### src/osc_lock_pkg.sv
// Purpose: constants for the oscillator lock and status controller
// Assumes: 8-bit byte address, 32-bit data, one aligned word per register
// Notes: counts are defaults only, the module takes them as parameters
package osc_lock_pkg;
	// register byte offsets
	localparam logic [7:0] fll_control_first = 8'h00;
	localparam logic [7:0] fll_control_second = 8'h04;
	localparam logic [7:0] fll_multiplier = 8'h08;
	localparam logic [7:0] fll_value_reg = 8'h0c;
	localparam logic [7:0] fll_status_reg = 8'h10;
	localparam logic [7:0] pll_control_first = 8'h20;
	localparam logic [7:0] pll_control_second = 8'h24;
	localparam logic [7:0] pll_ratio_reg = 8'h28;
	localparam logic [7:0] pll_status_reg = 8'h2c;
	localparam logic [7:0] int_flag_reg = 8'h30;
	localparam logic [7:0] int_mask_reg = 8'h34;
	// fll status bit positions
	localparam int fst_ready = 0;
	localparam int fst_coarse = 1;
	localparam int fst_fine = 2;
	localparam int fst_locked = 3;
	localparam int fst_sync_busy = 4;
	localparam int fst_settling = 5;
	localparam int fst_corrupt = 6;
	// control bit positions
	localparam int ctl_enable = 0;
	localparam int ctl_mode = 0;
	localparam int ctl_lose_lock_after_wake = 1;
	localparam int ctl_lock_bypass = 0;
	localparam int ctl_wake_up_fast = 1;
	// pll status bit positions
	localparam int pst_active = 0;
	localparam int pst_locked = 1;
	localparam int pst_ldrto = 2;
	// interrupt flag positions
	localparam int irq_coarse = 0;
	localparam int irq_fine = 1;
	localparam int irq_fll_rdy = 2;
	localparam int irq_pll_lock = 3;
	localparam int irq_pll_lost = 4;
	localparam int irq_ldrto = 5;
	localparam int irq_bits = 6;
	// default cycle counts
	localparam int sync_cycles = 3;
	localparam int settle_cycles = 4;
	localparam int fll_ready_cycles = 8;
	localparam int fll_coarse_cycles = 16;
	localparam int fll_fine_cycles = 32;
	localparam int pll_active_cycles = 8;
	localparam int pll_lock_cycles = 24;
	localparam int ratio_cycles = 6;
	// start delay software waits after output active, in ms, and in cycles at 125 MHz
	localparam int start_delay_ms = 10;
	localparam longint start_delay_cycles = longint'(start_delay_ms) * 125000;
endpackage

### src/fll_pll_lock_status_control.sv
// Purpose: lock and status logic for the frequency-locked and phase-locked loops
// Assumes: loops modelled by cycle counters in the bus clock domain
// Notes: registers reached over a plain address/strobe port, read data one cycle later
`timescale 1ns/1ps
////////////////////////////////////////////////////////////////////////////////
module fll_pll_lock_status_control #(
	parameter int sync_cyc = osc_lock_pkg::sync_cycles,
	parameter int settle_cyc = osc_lock_pkg::settle_cycles,
	parameter int fll_ready_cyc = osc_lock_pkg::fll_ready_cycles,
	parameter int fll_coarse_cyc = osc_lock_pkg::fll_coarse_cycles,
	parameter int fll_fine_cyc = osc_lock_pkg::fll_fine_cycles,
	parameter int pll_active_cyc = osc_lock_pkg::pll_active_cycles,
	parameter int pll_lock_cyc = osc_lock_pkg::pll_lock_cycles,
	parameter int ratio_cyc = osc_lock_pkg::ratio_cycles
)(
	input wire logic clk_sys,
	input wire logic rst,
	input wire logic [7:0] addr,
	input wire logic [31:0] wdata,
	input wire logic wr,
	input wire logic rd,
	input wire logic pll_lock_glitch, // asynchronous reference disturbance
	output logic [31:0] rdata,
	output logic irq,
	output logic fll_clk_en, // frequency loop output gate
	output logic pll_clk_en // phase loop output gate
);
////////////////////////////////////////////////////////////////////////////////
	// complete state of the block
	typedef struct packed {
		logic glitch_s1; // first sync stage
		logic glitch_s2; // second sync stage
		logic fll_en_req; // enable as written
		logic [3:0] sync_cnt; // enable synchronisation busy
		logic fll_en; // enable as applied
		logic fll_mode; // closed loop when set
		logic lose_lock_after_wake; // keep lock state across a disable
		logic [15:0] fll_mul;
		logic [15:0] fll_val;
		logic [7:0] fll_cnt; // acquisition progress
		logic [3:0] settle_cnt; // config settling window
		logic fll_ready;
		logic coarse;
		logic fine;
		logic locked;
		logic corrupt; // controller corrupted
		logic pll_en;
		logic lock_bypass; // output not gated by lock
		logic wake_up_fast; // output passes before first lock
		logic [15:0] pll_ratio;
		logic [7:0] pll_cnt;
		logic pll_rdy; // output activity seen
		logic pll_lock;
		logic seen_lock; // lock reached once since enable
		logic [3:0] ratio_cnt; // ratio update in progress
		logic ratio_run; // update began while running
		logic ldrto; // status done flag
		logic [5:0] intflag;
		logic [5:0] intmask;
		logic [31:0] rdata;
		logic irq;
		logic fll_clk_en;
		logic pll_clk_en;
	} state_t;

	state_t s; // registered state
	state_t next_s; // next state
	logic [5:0] ev; // one-cycle events
	logic wr_cfg; // write to a config register
	logic fll_stopped; // loop fully stopped

	assign rdata = s.rdata;
	assign irq = s.irq;
	assign fll_clk_en = s.fll_clk_en;
	assign pll_clk_en = s.pll_clk_en;
////////////////////////////////////////////////////////////////////////////////
	// next state logic
	always_comb
	begin
		next_s = s;
		ev = '0;
		// glitch input crosses in through two stages
		next_s.glitch_s1 = pll_lock_glitch;
		next_s.glitch_s2 = s.glitch_s1;
		wr_cfg = wr && (addr == osc_lock_pkg::fll_control_first || addr == osc_lock_pkg::fll_control_second
			|| addr == osc_lock_pkg::fll_multiplier || addr == osc_lock_pkg::fll_value_reg);
		fll_stopped = !s.fll_en && s.sync_cnt == 4'h0 && !s.fll_ready;

		// enable synchronisation countdown
		if (s.sync_cnt != 4'h0)
		begin
			next_s.sync_cnt = s.sync_cnt - 4'h1;
			if (s.sync_cnt == 4'h1)
				next_s.fll_en = s.fll_en_req;
		end
		// settling window after config writes
		if (s.settle_cnt != 4'h0)
			next_s.settle_cnt = s.settle_cnt - 4'h1;

		// software-side clears, hardware sets below win
		if (wr && addr == osc_lock_pkg::fll_status_reg)
		begin
			if (wdata[osc_lock_pkg::fst_coarse])
				next_s.coarse = 1'b0;
			if (wdata[osc_lock_pkg::fst_fine])
				next_s.fine = 1'b0;
			if (wdata[osc_lock_pkg::fst_locked])
				next_s.locked = 1'b0;
		end
		if (wr && addr == osc_lock_pkg::pll_status_reg && wdata[osc_lock_pkg::pst_ldrto])
			next_s.ldrto = 1'b0;
		if (wr && addr == osc_lock_pkg::int_flag_reg)
			next_s.intflag = s.intflag & ~wdata[5:0];

		// register writes
		if (wr)
		begin
			case (addr)
				osc_lock_pkg::fll_control_first:
				begin
					next_s.fll_en_req = wdata[osc_lock_pkg::ctl_enable];
					next_s.sync_cnt = 4'(sync_cyc);
				end
				osc_lock_pkg::fll_control_second:
				begin
					next_s.fll_mode = wdata[osc_lock_pkg::ctl_mode];
					next_s.lose_lock_after_wake = wdata[osc_lock_pkg::ctl_lose_lock_after_wake];
					// wake option changed while not stopped
					if (wdata[osc_lock_pkg::ctl_lose_lock_after_wake] != s.lose_lock_after_wake
						&& !fll_stopped)
						next_s.corrupt = 1'b1;
					// clearing mode resets lock flags
					if (!wdata[osc_lock_pkg::ctl_mode])
					begin
						next_s.coarse = 1'b0;
						next_s.fine = 1'b0;
						next_s.locked = 1'b0;
						if (fll_stopped)
							next_s.corrupt = 1'b0;
					end
				end
				osc_lock_pkg::fll_multiplier: next_s.fll_mul = wdata[15:0];
				osc_lock_pkg::fll_value_reg: next_s.fll_val = wdata[15:0];
				osc_lock_pkg::pll_control_first: next_s.pll_en = wdata[osc_lock_pkg::ctl_enable];
				osc_lock_pkg::pll_control_second:
				begin
					next_s.lock_bypass = wdata[osc_lock_pkg::ctl_lock_bypass];
					next_s.wake_up_fast = wdata[osc_lock_pkg::ctl_wake_up_fast];
				end
				osc_lock_pkg::pll_ratio_reg:
				begin
					next_s.pll_ratio = wdata[15:0];
					next_s.ratio_cnt = 4'(ratio_cyc);
					next_s.ratio_run = s.pll_en;
					next_s.ldrto = 1'b0;
				end
				osc_lock_pkg::int_mask_reg: next_s.intmask = wdata[5:0];
				default: ; // unmapped or flag-only writes
			endcase
		end
		// config write restarts acquisition, flags unsettled
		if (wr_cfg)
		begin
			next_s.settle_cnt = 4'(settle_cyc);
			next_s.fll_cnt = 8'h00;
		end

		// frequency loop acquisition
		if (s.fll_en)
		begin
			if (s.settle_cnt == 4'h0 && !wr_cfg && s.fll_cnt != 8'hff)
				next_s.fll_cnt = s.fll_cnt + 8'h01;
			if (s.fll_cnt >= 8'(fll_ready_cyc) && !s.fll_ready)
			begin
				next_s.fll_ready = 1'b1;
				ev[osc_lock_pkg::irq_fll_rdy] = 1'b1;
			end
			if (s.fll_mode && s.fll_cnt >= 8'(fll_coarse_cyc) && !s.coarse)
			begin
				next_s.coarse = 1'b1;
				ev[osc_lock_pkg::irq_coarse] = 1'b1;
			end
			if (s.fll_mode && s.fll_cnt >= 8'(fll_fine_cyc) && !s.fine && !s.corrupt)
			begin
				next_s.fine = 1'b1;
				next_s.locked = 1'b1;
				ev[osc_lock_pkg::irq_fine] = 1'b1;
			end
		end
		else
		begin
			next_s.fll_cnt = 8'h00;
			next_s.fll_ready = 1'b0;
			// locked drops on disable unless wake option held
			if (!s.lose_lock_after_wake)
				next_s.locked = 1'b0;
			// coarse and fine deliberately left as they are
			// until software clears the mode bit
		end
		// corrupt controller holds a stale lock and no fine lock,
		// unless a clearing mode write lands in this very cycle while the loop is stopped
		if (s.corrupt && next_s.corrupt)
		begin
			next_s.fine = 1'b0;
			next_s.locked = 1'b1;
		end

		// phase loop progress
		if (s.pll_en)
		begin
			if (s.pll_cnt != 8'hff)
				next_s.pll_cnt = s.pll_cnt + 8'h01;
			// ready from activity alone, lock not consulted
			if (s.pll_cnt >= 8'(pll_active_cyc))
				next_s.pll_rdy = 1'b1;
			if (s.pll_cnt >= 8'(pll_lock_cyc) && !s.glitch_s2)
			begin
				next_s.pll_lock = 1'b1;
				next_s.seen_lock = 1'b1;
				if (!s.pll_lock)
					ev[osc_lock_pkg::irq_pll_lock] = 1'b1;
			end
			// disturbance drops lock though output is stable
			if (s.glitch_s2 && s.pll_lock)
			begin
				next_s.pll_lock = 1'b0;
				ev[osc_lock_pkg::irq_pll_lost] = 1'b1;
			end
		end
		else
		begin
			next_s.pll_cnt = 8'h00;
			next_s.pll_rdy = 1'b0;
			next_s.pll_lock = 1'b0;
			next_s.seen_lock = 1'b0;
		end

		// ratio update completion
		if (s.ratio_cnt != 4'h0 && !(wr && addr == osc_lock_pkg::pll_ratio_reg))
		begin
			next_s.ratio_cnt = s.ratio_cnt - 4'h1;
			if (s.ratio_cnt == 4'h1)
			begin
				ev[osc_lock_pkg::irq_ldrto] = 1'b1;
				if (!s.ratio_run)
					next_s.ldrto = 1'b1;
			end
		end

		// sticky flags, set beats clear
		next_s.intflag = next_s.intflag | ev;
		next_s.irq = |(next_s.intflag & next_s.intmask);

		// output gating, bypass ignores lock state
		next_s.fll_clk_en = s.fll_en && s.fll_ready;
		next_s.pll_clk_en = s.pll_en && s.pll_rdy
			&& (s.pll_lock || s.lock_bypass || (s.wake_up_fast && !s.seen_lock));

		// read data for one cycle only
		next_s.rdata = 32'h0000_0000;
		if (rd)
		begin
			case (addr)
				osc_lock_pkg::fll_control_first: next_s.rdata = {31'h0, s.fll_en_req};
				osc_lock_pkg::fll_control_second: next_s.rdata = {30'h0, s.lose_lock_after_wake, s.fll_mode};
				osc_lock_pkg::fll_multiplier: next_s.rdata = {16'h0000, s.fll_mul};
				osc_lock_pkg::fll_value_reg: next_s.rdata = {16'h0000, s.fll_val};
				osc_lock_pkg::fll_status_reg:
					next_s.rdata = {25'h0, s.corrupt, s.settle_cnt != 4'h0, s.sync_cnt != 4'h0,
						s.locked, s.fine, s.coarse, s.fll_ready};
				osc_lock_pkg::pll_control_first: next_s.rdata = {31'h0, s.pll_en};
				osc_lock_pkg::pll_control_second: next_s.rdata = {30'h0, s.wake_up_fast, s.lock_bypass};
				osc_lock_pkg::pll_ratio_reg: next_s.rdata = {16'h0000, s.pll_ratio};
				osc_lock_pkg::pll_status_reg: next_s.rdata = {29'h0, s.ldrto, s.pll_lock, s.pll_rdy};
				osc_lock_pkg::int_flag_reg: next_s.rdata = {26'h0, s.intflag};
				osc_lock_pkg::int_mask_reg: next_s.rdata = {26'h0, s.intmask};
				default: next_s.rdata = 32'h0000_0000; // unmapped reads zero
			endcase
		end
	end
////////////////////////////////////////////////////////////////////////////////
	// state register, synchronous reset
	always_ff @(posedge clk_sys)
	begin
		if (rst)
			s <= '0;
		else
			s <= next_s;
	end
endmodule // fll_pll_lock_status_control

### config.mk
export PLATFORM = sky130hd
export DESIGN_NAME = fll_pll_lock_status_control
export DESIGN_NICKNAME = d
export VERILOG_FILES = /design/src/osc_lock_pkg.sv /design/src/fll_pll_lock_status_control.sv
export SDC_FILE = /design/constraint.sdc
export NUM_CORES = 1
export LEC_CHECK = 0
export BUFFER_PORTS_ARGS = -buffer_cell sky130_fd_sc_hd__buf_2
export CAP_MARGIN = 20
export CORE_MARGIN = 3
export CORE_UTILIZATION = 52
export DETAILED_ROUTE_END_ITERATION = 16
export PLACE_DENSITY = 0.76
export RECOVER_POWER = 100
export REMOVE_ABC_BUFFERS = 1
export SYNTH_ARGS = -nofsm -noshare
export SYNTH_HDL_FRONTEND = slang
export SYNTH_SLANG_ARGS = --single-unit
### constraint.sdc
create_clock -name clk_sys -period 1.9 [get_ports clk_sys]
set_input_delay 0.38 -clock clk_sys [delete_from_list [all_inputs] [get_ports clk_sys]]
set_output_delay 0.38 -clock clk_sys [all_outputs]
set_load 0.05 [all_outputs]
== Word level (Yosys, flattened, before mapping) ==
Cells that the tools add are included.

* Flip-flop bits (word level): 142
* Word-level logic and storage cells: 178
* Output and inout bits: 35
* Bits of input ports: 45

* Bitwise logic cells: 7
* Reduce and logical (&&, ||, !) cells: 66
* Mux-type cells: 46
* Add/sub/neg operators: 5
* Equality and inequality tests: 15
* Magnitude comparators: 5

{| class="wikitable"
|+ Operator list
! cell !! number
|-
| 16-bit one-hot mux with 11 select lines || 1
|-
| 8-bit by 6-bit == test with 1-bit output, second input constant || 6
|-
| 6-bit two-way mux || 5
|-
| 1-bit logical AND || 25
|-
| 4-bit two-way mux || 6
|-
| 1-bit two-way mux || 23
|-
| 23-bit two-way mux || 1
|-
| 2-bit AND reduction || 9
|-
| 8-bit by 1-bit adder with 8-bit output, second input constant || 2
|-
| 8-bit by 4-bit == test with 1-bit output, second input constant || 2
|-
| 8-bit by 4-bit greater-or-equal comparator with 1-bit output, second input constant || 2
|-
| 8-bit by 5-bit greater-or-equal comparator with 1-bit output, second input constant || 2
|-
| 16-bit two-way mux || 1
|-
| 8-bit inequality test, second input constant || 2
|-
| 6-bit bitwise AND || 2
|-
| 12-bit two-way mux || 1
|-
| 4-bit nonzero test || 3
|-
| 4-bit by 1-bit subtractor with 4-bit output, second input constant || 3
|-
| 1-bit zero test || 10
|-
| 2-bit OR reduction || 5
|-
| 4-bit by 1-bit == test with 1-bit output, second input constant || 2
|-
| 8-bit by 3-bit == test with 1-bit output, second input constant || 1
|-
| 8-bit by 5-bit == test with 1-bit output, second input constant || 1
|-
| 8-bit by 6-bit greater-or-equal comparator with 1-bit output, second input constant || 1
|-
| 14 further kinds || 28
|}

== Depth between registers and ports, before layout ==
Gate-level depths: netlist of run 1.

* Word-level depth: 13
* Depth in mapped cells: 7
* Mapped depth without buffers: 6

== Least setup slack after synthesis of run 1 ==
No wires, ideal clock.

* Path type: input port to flip-flop
* Start point: input addr[3]
* End point: register s (netlist bit irq)
* Arrival: 1.864 ns
* Buffers on the path: 1
* Data required time: 1.762 ns
* Cell stages on the path: 6
* Library setup time: 0.138 ns
* Setup slack: -0.102 ns
* Cells stage by stage: buf_6 -> nor4b_4 -> nand3_4 -> mux2_1 -> a222oi_1 -> a41oi_1

* Cells in the longest elaborated chain, start to end: 8
* Elaborated cells between the ends (all ways): 14
* Classes of those cells: eq/ne: 3; mux: 4; bitwise: 2; reduce/logical: 5

{| class="wikitable"
|+ RTL lines
! element !! RTL line !! source
|-
| from (decl) || fll_pll_lock_status_control.sv:18 || <nowiki>input wire logic [7:0] addr,</nowiki>
|-
| 8-bit by 6-bit == test with 1-bit output || fll_pll_lock_status_control.sv:239 || <nowiki>if (s.ratio_cnt != 4'h0 && !(wr && addr == osc_lock_pkg::pll_ratio_reg))</nowiki>
|-
| 1-bit logical AND || fll_pll_lock_status_control.sv:239 ||
|-
| 1-bit zero test || fll_pll_lock_status_control.sv:239 ||
|-
| 1-bit logical AND || fll_pll_lock_status_control.sv:239 ||
|-
| 1-bit two-way mux || fll_pll_lock_status_control.sv:239 ||
|-
| 6-bit bitwise OR || fll_pll_lock_status_control.sv:251 || <nowiki>next_s.intflag = next_s.intflag | ev;</nowiki>
|-
| 6-bit bitwise AND (*) || fll_pll_lock_status_control.sv:252 || <nowiki>next_s.irq = |(next_s.intflag & next_s.intmask);</nowiki>
|-
| 6-bit OR reduction (*) || fll_pll_lock_status_control.sv:252 ||
|-
| to (signal assigned) || fll_pll_lock_status_control.sv:288 || <nowiki>s <= next_s;</nowiki>
|-
| to (decl) || fll_pll_lock_status_control.sv:66 || <nowiki>state_t s;</nowiki>
|}

Every way passes the cells marked *; elsewhere a longest branch is shown, timed or not.
A chain may end at the register's enable or synchronous reset.

== Worst setup path in the final report of run 1 ==
* Start point: input addr[4]
* End point: register s (netlist bit irq)

Same word-level chain as after synthesis.

==> impl_results.md, run 1 <==
- Asr flop ratio synth: 0%
- Reg-to-reg slack, setup: 0.07 ns
- TritonCTS clock tree: yes
- Ports: 80
- Core box area: 0.0105 mm2
- Hold Slack: 0.0731 ns
- Worst Skew: 0.00520 ns
- Chip width: 110 um
- Fin area: 0.00687 mm2
- Sequential power share: 37.9%
- Cell-internal power: 0.00556 W
- Clk sinks: 126
- Worst hold path type: primary input to register
- GR peak layer: met2
- Post-synth top flop: dfxtp_1
- Worst r2r dst: irq$_SDFF_PP0_
- Status: complete, no violations
- Fin. Hold Viols: 0
- Syn avg cell area: 8.47 um2
- H-tree Lvls: 4
- Synth cell types: 63
- Period utilization: 97.9%
- Placer Congestion: 0.909
- Minimum clock period: 1.86 ns
- Max Freq: 538 MHz
- Met2 usage: 41.9%
- Layout cells sized above 1: 16.8%
- Count of pins over their slew limit: 0
- First-pass GRT wire length: 25000 um
- Worst Hold Depth: 2
- Max-cap violations: 0
- First-pass DRT Iterations: 8
- Vias in the first global route: 5131
- Kind of critical path: primary input to register
- Worst-Margin Slew: 0.839 ns
- Initial Utilization: 54.2%
- Register area share after synthesis: 44.5%
- Worst Setup EP: irq$_SDFF_PP0_
- Met1 GRT Util: 31.2%
- Most common cell after layout, fill and taps aside: dfxtp_1
- Max IR drop VDD: 1.01 mV
- GR Util met3: 6.03%
- Area post-placement: 0.00631 mm2
- Initial drt markers: 515
- Clock latency on the worst-skew pair: 0.52 ns
- EDFF count, synth: 0
- Fillers: 866
- Slew HR: 44.1%
- Placed Instances: 867
- Utilization after layout: 65.6%
- Remaining DRCs: 0
- Via-to-Cell Ratio: 5.80
- Sw Share: 27.2%
- Critical Path End Type: register
- Root Buffer: clkbuf_8
- # rows: 37
- Initial antenna violation count: 0
- Crit path launch: addr[4]
- Syn Std Cell Area: 0.00567 mm2
- Clk buf depth: 2
- Post-synthesis register bit count: 126
- Congestion Overflow GR: 0
- Worst r2r path cells: 6
- DP HPWL: 10500 um
- Sw Pwr: 0.00207 W
- Startpoint Class: primary input
- Nets@finish: 806
- Reg area: 0.00252 mm2
- Fin cells: 899
- Ant diodes: 0
- RSZ-0062 raised after global routing: no
- Leakage: 2.49 nW
- Total GRT Usage: 24.9%
- Multi-input logic area: 0.00272 mm2
- Clock power frac: 46.9%
- Post-CTS Setup Inserts: 0
- CTS Buf Count: 17
- Worst Path Required: 2.28 ns
- Post-Syn Instances: 670
- Area Growth Syn to Fin: 21.1%
- Setup Viol. Count Final: 0
- Comb pwr share: 15.2%
- Worst Path Max Fanout: 7
- Ys Warns: 0
- Port buffer count: 47
- Commonest cells after routing, fill and taps aside: dfxtp_1, nand2_1, a21oi_1, nor2_1, buf_4
- CTS clk-pin slew, worst paths: 0.06 ns
- Worst EP arrival: 2.24 ns
- DRT antenna net count: 0
- Die Y: 110 um
- Final wirelength: 15400 um
- Via count: 5212
- RR Startpoint: s[60]$_SDFFE_PP0P_
- Total die area: 0.0122 mm2
- Pwr dens: 1110 mW/mm2
- Largest net degree at the start of global routing: 63
- Routed length per instance: 17.1 um
[per-layer routing]
metal / share of wire, % / routed length, um
met5: 0 / 0
met4: 1.9 / 291
met3: 7.7 / 1180
met2: 49 / 7460
met1: 42 / 6430
[cells in the mapped netlist (all sizes together) (2+ instances only)]
cell type | n | area (um2)
a2111oi | 2 | 17.5
a211oi | 3 | 22.5
a21oi | 71 | 355
a222oi | 13 | 130
a22o | 3 | 26.3
a22oi | 12 | 90.1
a31oi | 12 | 75.1
a32oi | 2 | 17.5
and2 | 2 | 12.5
and3 | 7 | 43.8
buf | 46 | 322
clkbuf | 22 | 82.6
dfxtp | 126 | 2520
ha | 11 | 138
inv | 18 | 67.6
mux2 | 7 | 78.8
mux2i | 8 | 80.1
nand2 | 123 | 462
nand2b | 4 | 25.0
nand3 | 15 | 87.6
nand4 | 7 | 43.8
nor2 | 51 | 196
nor2b | 15 | 93.8
nor3 | 19 | 95.1
nor3b | 4 | 30.0
nor4 | 6 | 43.8
nor4b | 5 | 80.1
o21ai | 9 | 45.0
o21ba | 2 | 20.0
o22ai | 2 | 12.5
o311ai | 5 | 43.8
or3 | 10 | 67.6
or4 | 2 | 15.0
xnor2 | 7 | 61.3
xor2 | 3 | 26.3
[logic make-up after synthesis]
group	synth area share (%)
buffers and inverters	8.32
AND/OR/NAND/NOR	24.2
flip-flops	44.5
XOR/XNOR	1.54
adder cells (fa/ha/maj)	2.43
multiplexers	2.80
AO/OA/AOI/OAI	16.2
other	0.0661
[flip-flops by register name, summed over array words and instances (netlist names)]
name / flops
s: 106
rdata: 16
pll_clk_en: 1
fll_clk_en: 1
next_s: 1
irq: 1
[power by group through the flow]
stage	Combinational [W]	Clock [W]	Sequential [W]
finish	0.00116	0.00358	0.00289
global route	0.00130	0.00375	0.00291
CTS	0.00116	0.00362	0.00288
detailed placement	0.00113	0	0.00294
global placement	0.00106	0	0.00292
floorplan	0.000760	0	0.00291
[worst max-delay path: stages]
cell and delay [ns]:
clkbuf_1 0.28, and4bb_2 0.32, nand3_1 0.24, clkbuf_1 0.22, mux2_1 0.35, a222oi_1 0.27, a41oi_1 0.18
[worst min path at each step]
stage                                start                      to  slack [ns]
global route               pll_lock_glitch  next_s[140]$_SDFF_PP0_        0.09
floorplan           next_s[140]$_SDFF_PP0_       s[140]$_SDFF_PP0_        0.41
finish                     pll_lock_glitch  next_s[140]$_SDFF_PP0_        0.07
detailed placement     s[100]$_SDFFE_PP0P_     s[100]$_SDFFE_PP0P_        0.45
CTS                        pll_lock_glitch  next_s[140]$_SDFF_PP0_        0.07
global placement    next_s[140]$_SDFF_PP0_       s[140]$_SDFF_PP0_        0.44
[metrics by stage]
step / setup TNS (ns) / setup WS, ns / total power, W
after global routing: 0 / 0.00702 / 0.00795
final: 0 / 0.0399 / 0.00764
after floorplan: -0.401 / -0.257 / 0.00367
after detailed placement: -5.08 / -0.282 / 0.00407
after global placement: -3.33 / -0.180 / 0.00399
after CTS: 0 / 0.116 / 0.00766
[what timing repair did]
action | CTS | global route
endpoints found under the setup margin | 0 | 1
resized for setup | 0 | 1
hold buffers | 0 | 0
[area by class of cell]
class | count | share of cell area [%]
Sequential cell | 126 | 36.7
Timing Repair Buffer | 114 | 10.6
Clock inverter | 14 | 3.33
Tap cell | 136 | 2.48
Inverter | 18 | 0.984
Multi-Input combinational cell | 473 | 39.6
Clock buffer | 18 | 6.23
(Power assumes the default switching activity.)
==> run 2, diff against run 1 <==
- CORE_UTILIZATION: 52 -> 55
- PLACE_DENSITY: 0.76 -> 0.77
- clock period: 1.9 -> 2.03 ns (I/O delays scaled with it)
==> impl_results.md, run 2 (synthesized netlist as in run 1, its figures left out) <==
- Placer Congestion: 0.898 (-1.2%)
- Routed length per instance: 17.3 um (+1.1%)
- First-pass GRT wire length: 25100 um (+0.47%)
- Max IR drop VDD: 0.694 mV (-31%)
- Hold_buf cts: 0 (unchanged)
- Placed Instances: 857 (-1.2%)
- RSZ-0062 raised after global routing: no
- Fin cells: 886 (-1.4%)
- Root Buffer: clkbuf_8
- WP buf/inv: 2 (unchanged)
- Slowest-stage cell, CP: or4_1
- Port buffer count: 47 (unchanged)
- Setup Viol. Count Final: 0 (unchanged)
- Core box area: 0.00991 mm2 (-5.3%)
- Slew HR: 39.2% (-4.9 points)
- CTS clk-pin slew, worst paths: 0.05 ns (about the same)
- Leakage: 2.42 nW (-3.0%)
- Sw Share: 26.6% (-0.58 points)
- Worst Path Max Fanout: 6 (-1)
- Post-CTS sizing: 0 (unchanged)
- Via count: 5144 (-1.3%)
- Period utilization: 91.6%
- Critical-path cell list: clkbuf_1 > or4_1 > nor2_1 > nand2_1 > clkbuf_1 > nand2_1 > a21oi_1
- Layout cells sized above 1: 15.5% (-1.2 points)
- Area Growth Syn to Fin: 18.7%
- Delay-heaviest family, CP: simple AND/OR/NAND/NOR gates
- Total GRT Usage: 27.9% (+3.0 points)
- Sw Pwr: 0.00177 W (-15%)
- Minimum clock period: 1.86 ns
- Worst Path Required: 2.42 ns (+0.14 ns)
- Worst EP arrival: 2.25 ns (about the same)
- Clk buf depth: 2 (unchanged)
- Startpoint Class: primary input
- Worst hold path type: primary input to register
- DRT antenna net count: 0 (unchanged)
- Vias in the first global route: 5147 (+0.31%)
- Final wirelength: 15300 um (-0.35%)
- CTS Buf Count: 17 (unchanged)
- Comb pwr share: 15.6% (+0.4 points)
- Remaining DRCs: 0 (unchanged)
- Initial antenna violation count: 0 (unchanged)
- Largest register FFs: 106 (unchanged)
- Status: complete, no violations
- Congestion Overflow GR: 0 (unchanged)
- H-tree Lvls: 4 (unchanged)
- Area post-placement: 0.00624 mm2 (-1.1%)
- Cell-internal power: 0.00488 W (-12%)
- Via-to-Cell Ratio: 5.81 (+0.14%)
- Clock power frac: 43.8% (-3.1 points)
- Sequential power share: 40.6% (+2.7 points)
- Critical Path End Type: register
- Commonest cells after routing, fill and taps aside: dfxtp_1, nand2_1, a21oi_1, nor2_1, buf_4
- Fin. Hold Viols: 0 (unchanged)
- Fin area: 0.00673 mm2 (-2.0%)
- Post-CTS Setup Inserts: 0 (unchanged)
- Nets@finish: 799 (-0.87%)
- Chip width: 108 um (-2.6%)
- CP peak stage delay: 0.69 ns (+0.34 ns)
- Die Y: 108 um (-2.6%)
- Biggest register: s
- Count of pins over their slew limit: 0 (unchanged)
- Largest net degree at the start of global routing: 37 (-41%)
- Ant diodes: 0 (unchanged)
- Worst-Margin Slew: 0.912 ns (+0.0735 ns)
- Clk sinks: 126 (unchanged)
- TritonCTS clock tree: yes
- Pwr Total: 0.00665 W (-13%)
- Most common cell after layout, fill and taps aside: dfxtp_1
- Initial drt markers: 506 (-1.7%)
- Max-cap violations: 0 (unchanged)
- First-pass DRT Iterations: 8 (unchanged)
- Hold Slack: 0.0997 ns (+0.0266 ns)
- Ports: 80 (unchanged)
- DP HPWL: 10400 um (-0.35%)
- # rows: 36 (-2.7%)
- Total die area: 0.0116 mm2 (-5.2%)
- Max Freq: 538 MHz
- Pwr dens: 988 mW/mm2 (-11%)
- Kind of critical path: primary input to register
- Worst Skew: 0.00635 ns (+0.00115 ns)
- Clock latency on the worst-skew pair: 0.52 ns (about the same)
- Initial Utilization: 57.2% (+3.0 points)
[run 2: changes by cell type in the layout (fill, tap and decap cells not counted), sizes merged]
| cell | delta |
|---|---|
| buf | -5 |
| bufinv | -3 |
| clkbuf | +3 |
| clkinv | +1 |
| clkinvlp | -2 |
| inv | -4 |
[run 2: through the flow]
step	worst slack (ns)	setup TNS (ns)	util (%)
after CTS	0.238	0	68.7
after global placement	-0.111	-0.997	63.0
after detailed placement	-0.118	-2.05	63.0
final	0.171	0	67.9
after global routing	0.0446	0	67.9
after floorplan	-0.153	-0.153	-
[run 2: layer usage]
metal | vias up | GRT usage [%] | part of all wire (%)
li1 | 2450 | - | -
met1 | 2380 | 34.3 | 40
met2 | 272 | 45.9 | 47
met3 | 42 | 7.50 | 9.1
met4 | 0 | 12.2 | 3.3
met5 | - | 0 | 0
[run 2: power by group through the flow]
stage	combinational, W	sequential [W]	clock (W)
finish	0.00104	0.00270	0.00291
detailed placement	0.00105	0.00274	0
CTS	0.00106	0.00269	0.00294
global placement	0.000976	0.00274	0
global route	0.00116	0.00271	0.00308
floorplan	0.000711	0.00272	0
[run 2: final timing paths]
check / slack, ns / depth (start not counted) / to / start
setup reg to reg: 0.22 / 6 / irq$_SDFF_PP0_ / s[49]$_SDFFE_PP0P_
hold reg to reg: 0.44 / 1 / s[140]$_SDFF_PP0_ / next_s[140]$_SDFF_PP0_
setup / recovery: 0.17 / 7 / s[122]$_SDFFE_PP0P_ / addr[4]
hold / removal: 0.1 / 2 / next_s[140]$_SDFF_PP0_ / pll_lock_glitch
[run 2: layout make-up]
cell class,count,area [um2]
Fill cell,826,3180
Multi-Input combinational cell,473,2730
Sequential cell,126,2520
Timing Repair Buffer,107,678
Clock buffer,23,487
Tap cell,133,166
Clock inverter,6,83.8
Inverter,18,67.6
==> run 3, diff against run 2 <==
- CTS_CLUSTER_SIZE: default -> 8
- clock period: 2.03 -> 2.1 ns (I/O delays scaled with it)
==> impl_results.md, run 3 (synthesized netlist as in run 1, its figures left out) <==
- Via-to-Cell Ratio: 5.90 (+1.7%)
- DP HPWL: 10500 um (+0.47%)
- Worst Hold Depth: 2 (unchanged)
- Count of pins over their slew limit: 0 (unchanged)
- First-pass GRT wire length: 24500 um (-2.5%)
- Met1 wire length: 6360 um (+2.7%)
- RSZ-0062 raised after global routing: no
- DR WL met2: 7370 um (+2.2%)
- Period utilization: 90.8%
- Max Freq: 525 MHz
- Leakage: 2.36 nW (-2.4%)
- Post-CTS Setup Inserts: 0 (unchanged)
- Reg area: 0.00252 mm2 (unchanged)
- RR Startpoint: s[60]$_SDFFE_PP0P_
- Fin. Hold Viols: 0 (unchanged)
- Kind of critical path: primary input to register
- Final wirelength: 15200 um (-1.0%)
- Largest register FFs: 106 (unchanged)
- Hold Startpoint: pll_lock_glitch
- Fillers: 839 (+1.6%)
- Chip width: 108 um (unchanged)
- H-tree Lvls: 4 (unchanged)
- Worst r2r path cells: 5 (-1)
- DRT antenna net count: 0 (unchanged)
- CP peak stage delay: 0.58 ns (-0.11 ns)
- Max IR drop VDD: 0.840 mV (+21%)
- Routed length per instance: 17.2 um (-0.44%)
- # rows: 36 (unchanged)
- Die Y: 108 um (unchanged)
- Most common cell after layout, fill and taps aside: dfxtp_1
- Critical Path End Type: register
- Worst-Margin Slew: 0.801 ns (-0.111 ns)
- CTS Buf Count: 17 (unchanged)
- CTS clk-pin slew, worst paths: 0.06 ns (about the same)
- Total die area: 0.0116 mm2 (unchanged)
- Routed wl met3: 1090 um (-22%)
- Clk sinks: 126 (unchanged)
- Area Growth Syn to Fin: 17.1%
- Ant diodes: 0 (unchanged)
- Initial antenna violation count: 0 (unchanged)
- Initial Utilization: 57.2% (unchanged)
- Layout cells sized above 1: 14.8% (-0.70 points)
- Max-cap violations: 0 (unchanged)
- Worst Skew: 0.00634 ns (-0.00000739 ns)
- Hold_buf cts: 0 (unchanged)
- Congestion Overflow GR: 0 (unchanged)
- Total GRT Usage: 27.1% (-0.87 points)
- Initial drt markers: 395 (-22%)
- First-pass DRT Iterations: 8 (unchanged)
- Worst Path Required: 2.56 ns (+0.14 ns)
- Port buffer count: 47 (unchanged)
- TritonCTS clock tree: yes
- Worst hold path type: primary input to register
- Setup Viol. Count Final: 0 (unchanged)
- Worst Path Max Fanout: 9 (+3)
- Via count: 5201 (+1.1%)
- Max Used Layer: met4
- Post-CTS sizing: 0 (unchanged)
- Placer Congestion: 0.921 (+2.6%)
- Status: complete, no violations
- Slew HR: 46.6% (+7.4 points)
- Nets@finish: 791 (-1.0%)
- Crit path launch: addr[4]
- Worst EP arrival: 2.37 ns (+0.12 ns)
- Core box area: 0.00991 mm2 (unchanged)
- Largest net degree at the start of global routing: 27 (-27%)
- Most frequent cell on the critical path: clkbuf_1
- Biggest register: s
- Remaining DRCs: 0 (unchanged)
- Clock latency on the worst-skew pair: 0.53 ns (about the same)
- Vias in the first global route: 5014 (-2.6%)
- Critical-path cell list: clkbuf_1 > nor4b_1 > clkbuf_1 > and2_0 > buf_4 > a222oi_1 > a21oi_1
- Slowest-stage cell, CP: nor4b_1
- Minimum clock period: 1.91 ns
- Root Buffer: clkbuf_8
- Ports: 80 (unchanged)
- Fin Setup TNS: 0 ns (unchanged)
- Pwr dens: 980 mW/mm2 (-0.86%)
- Clk buf depth: 2 (unchanged)
- Commonest cells after routing, fill and taps aside: dfxtp_1, nand2_1, a21oi_1, nor2_1
- Startpoint Class: primary input
- Multi-input logic area: 0.00270 mm2 (-0.78%)
- Hold Slack: 0.121 ns (+0.0216 ns)
## run 3: per-layer routing
| metal | GRT usage [%] | up-vias |
|---|---|---|
| met4 | 11.3 | 0 |
| met2 | 45.9 | 231 |
| met3 | 5.52 | 30 |
| li1 | - | 2442 |
| met5 | 0 | - |
| met1 | 33.3 | 2498 |
## run 3: worst paths after layout
kind / end / slack (ns)
worst max-delay path: rdata[1]$_SDFF_PP0_ / 0.19
worst min-delay path: next_s[140]$_SDFF_PP0_ / 0.12
worst max register to register: irq$_SDFF_PP0_ / 0.31
worst min register to register: s[140]$_SDFF_PP0_ / 0.44
## run 3: final cells by class
| cell class | count | area share, % |
|---|---|---|
| Clock buffer | 21 | 6.92 |
| Inverter | 18 | 1.02 |
| Sequential cell | 126 | 38.0 |
| Tap cell | 133 | 2.51 |
| Clock inverter | 11 | 1.96 |
| Timing Repair Buffer | 99 | 8.88 |
| Multi-Input combinational cell | 473 | 40.7 |
## run 3: critical path, delay by kind of cell
| family | cells | cell delay, ns |
|---|---|---|
| AO/OA/AOI/OAI | 2 | 0.27 |
| AND/OR/NAND/NOR | 2 | 0.88 |
| buffers and inverters | 3 | 0.79 |
## run 3: per-stage QoR
| step | power (W) | utilization (%) | instance area (um2) | cells | worst slack, ns |
|---|---|---|---|---|---|
| after floorplan | 0.00332 | - | 5320 | 617 | -0.0970 |
| after global placement | 0.00359 | 62.1 | 6150 | 849 | -0.0397 |
| after detailed placement | 0.00365 | 62.1 | 6150 | 849 | -0.0729 |
| after CTS | 0.00654 | 68.0 | 6740 | 881 | 0.307 |
| after global routing | 0.00678 | 67.0 | 6640 | 881 | 0.0589 |
| final | 0.00650 | 67.0 | 6640 | 881 | 0.194 |
## run 3: power breakdown
group | internal, W | total, W | leakage (nW) | switching, W
Clock | 0.00179 | 0.00290 | 0.278 | 0.00111
Sequential | 0.00251 | 0.00261 | 1.02 | 0.000104
Combinational | 0.000384 | 0.000989 | 1.06 | 0.000606
Total | 0.00469 | 0.00650 | 2.36 | 0.00182
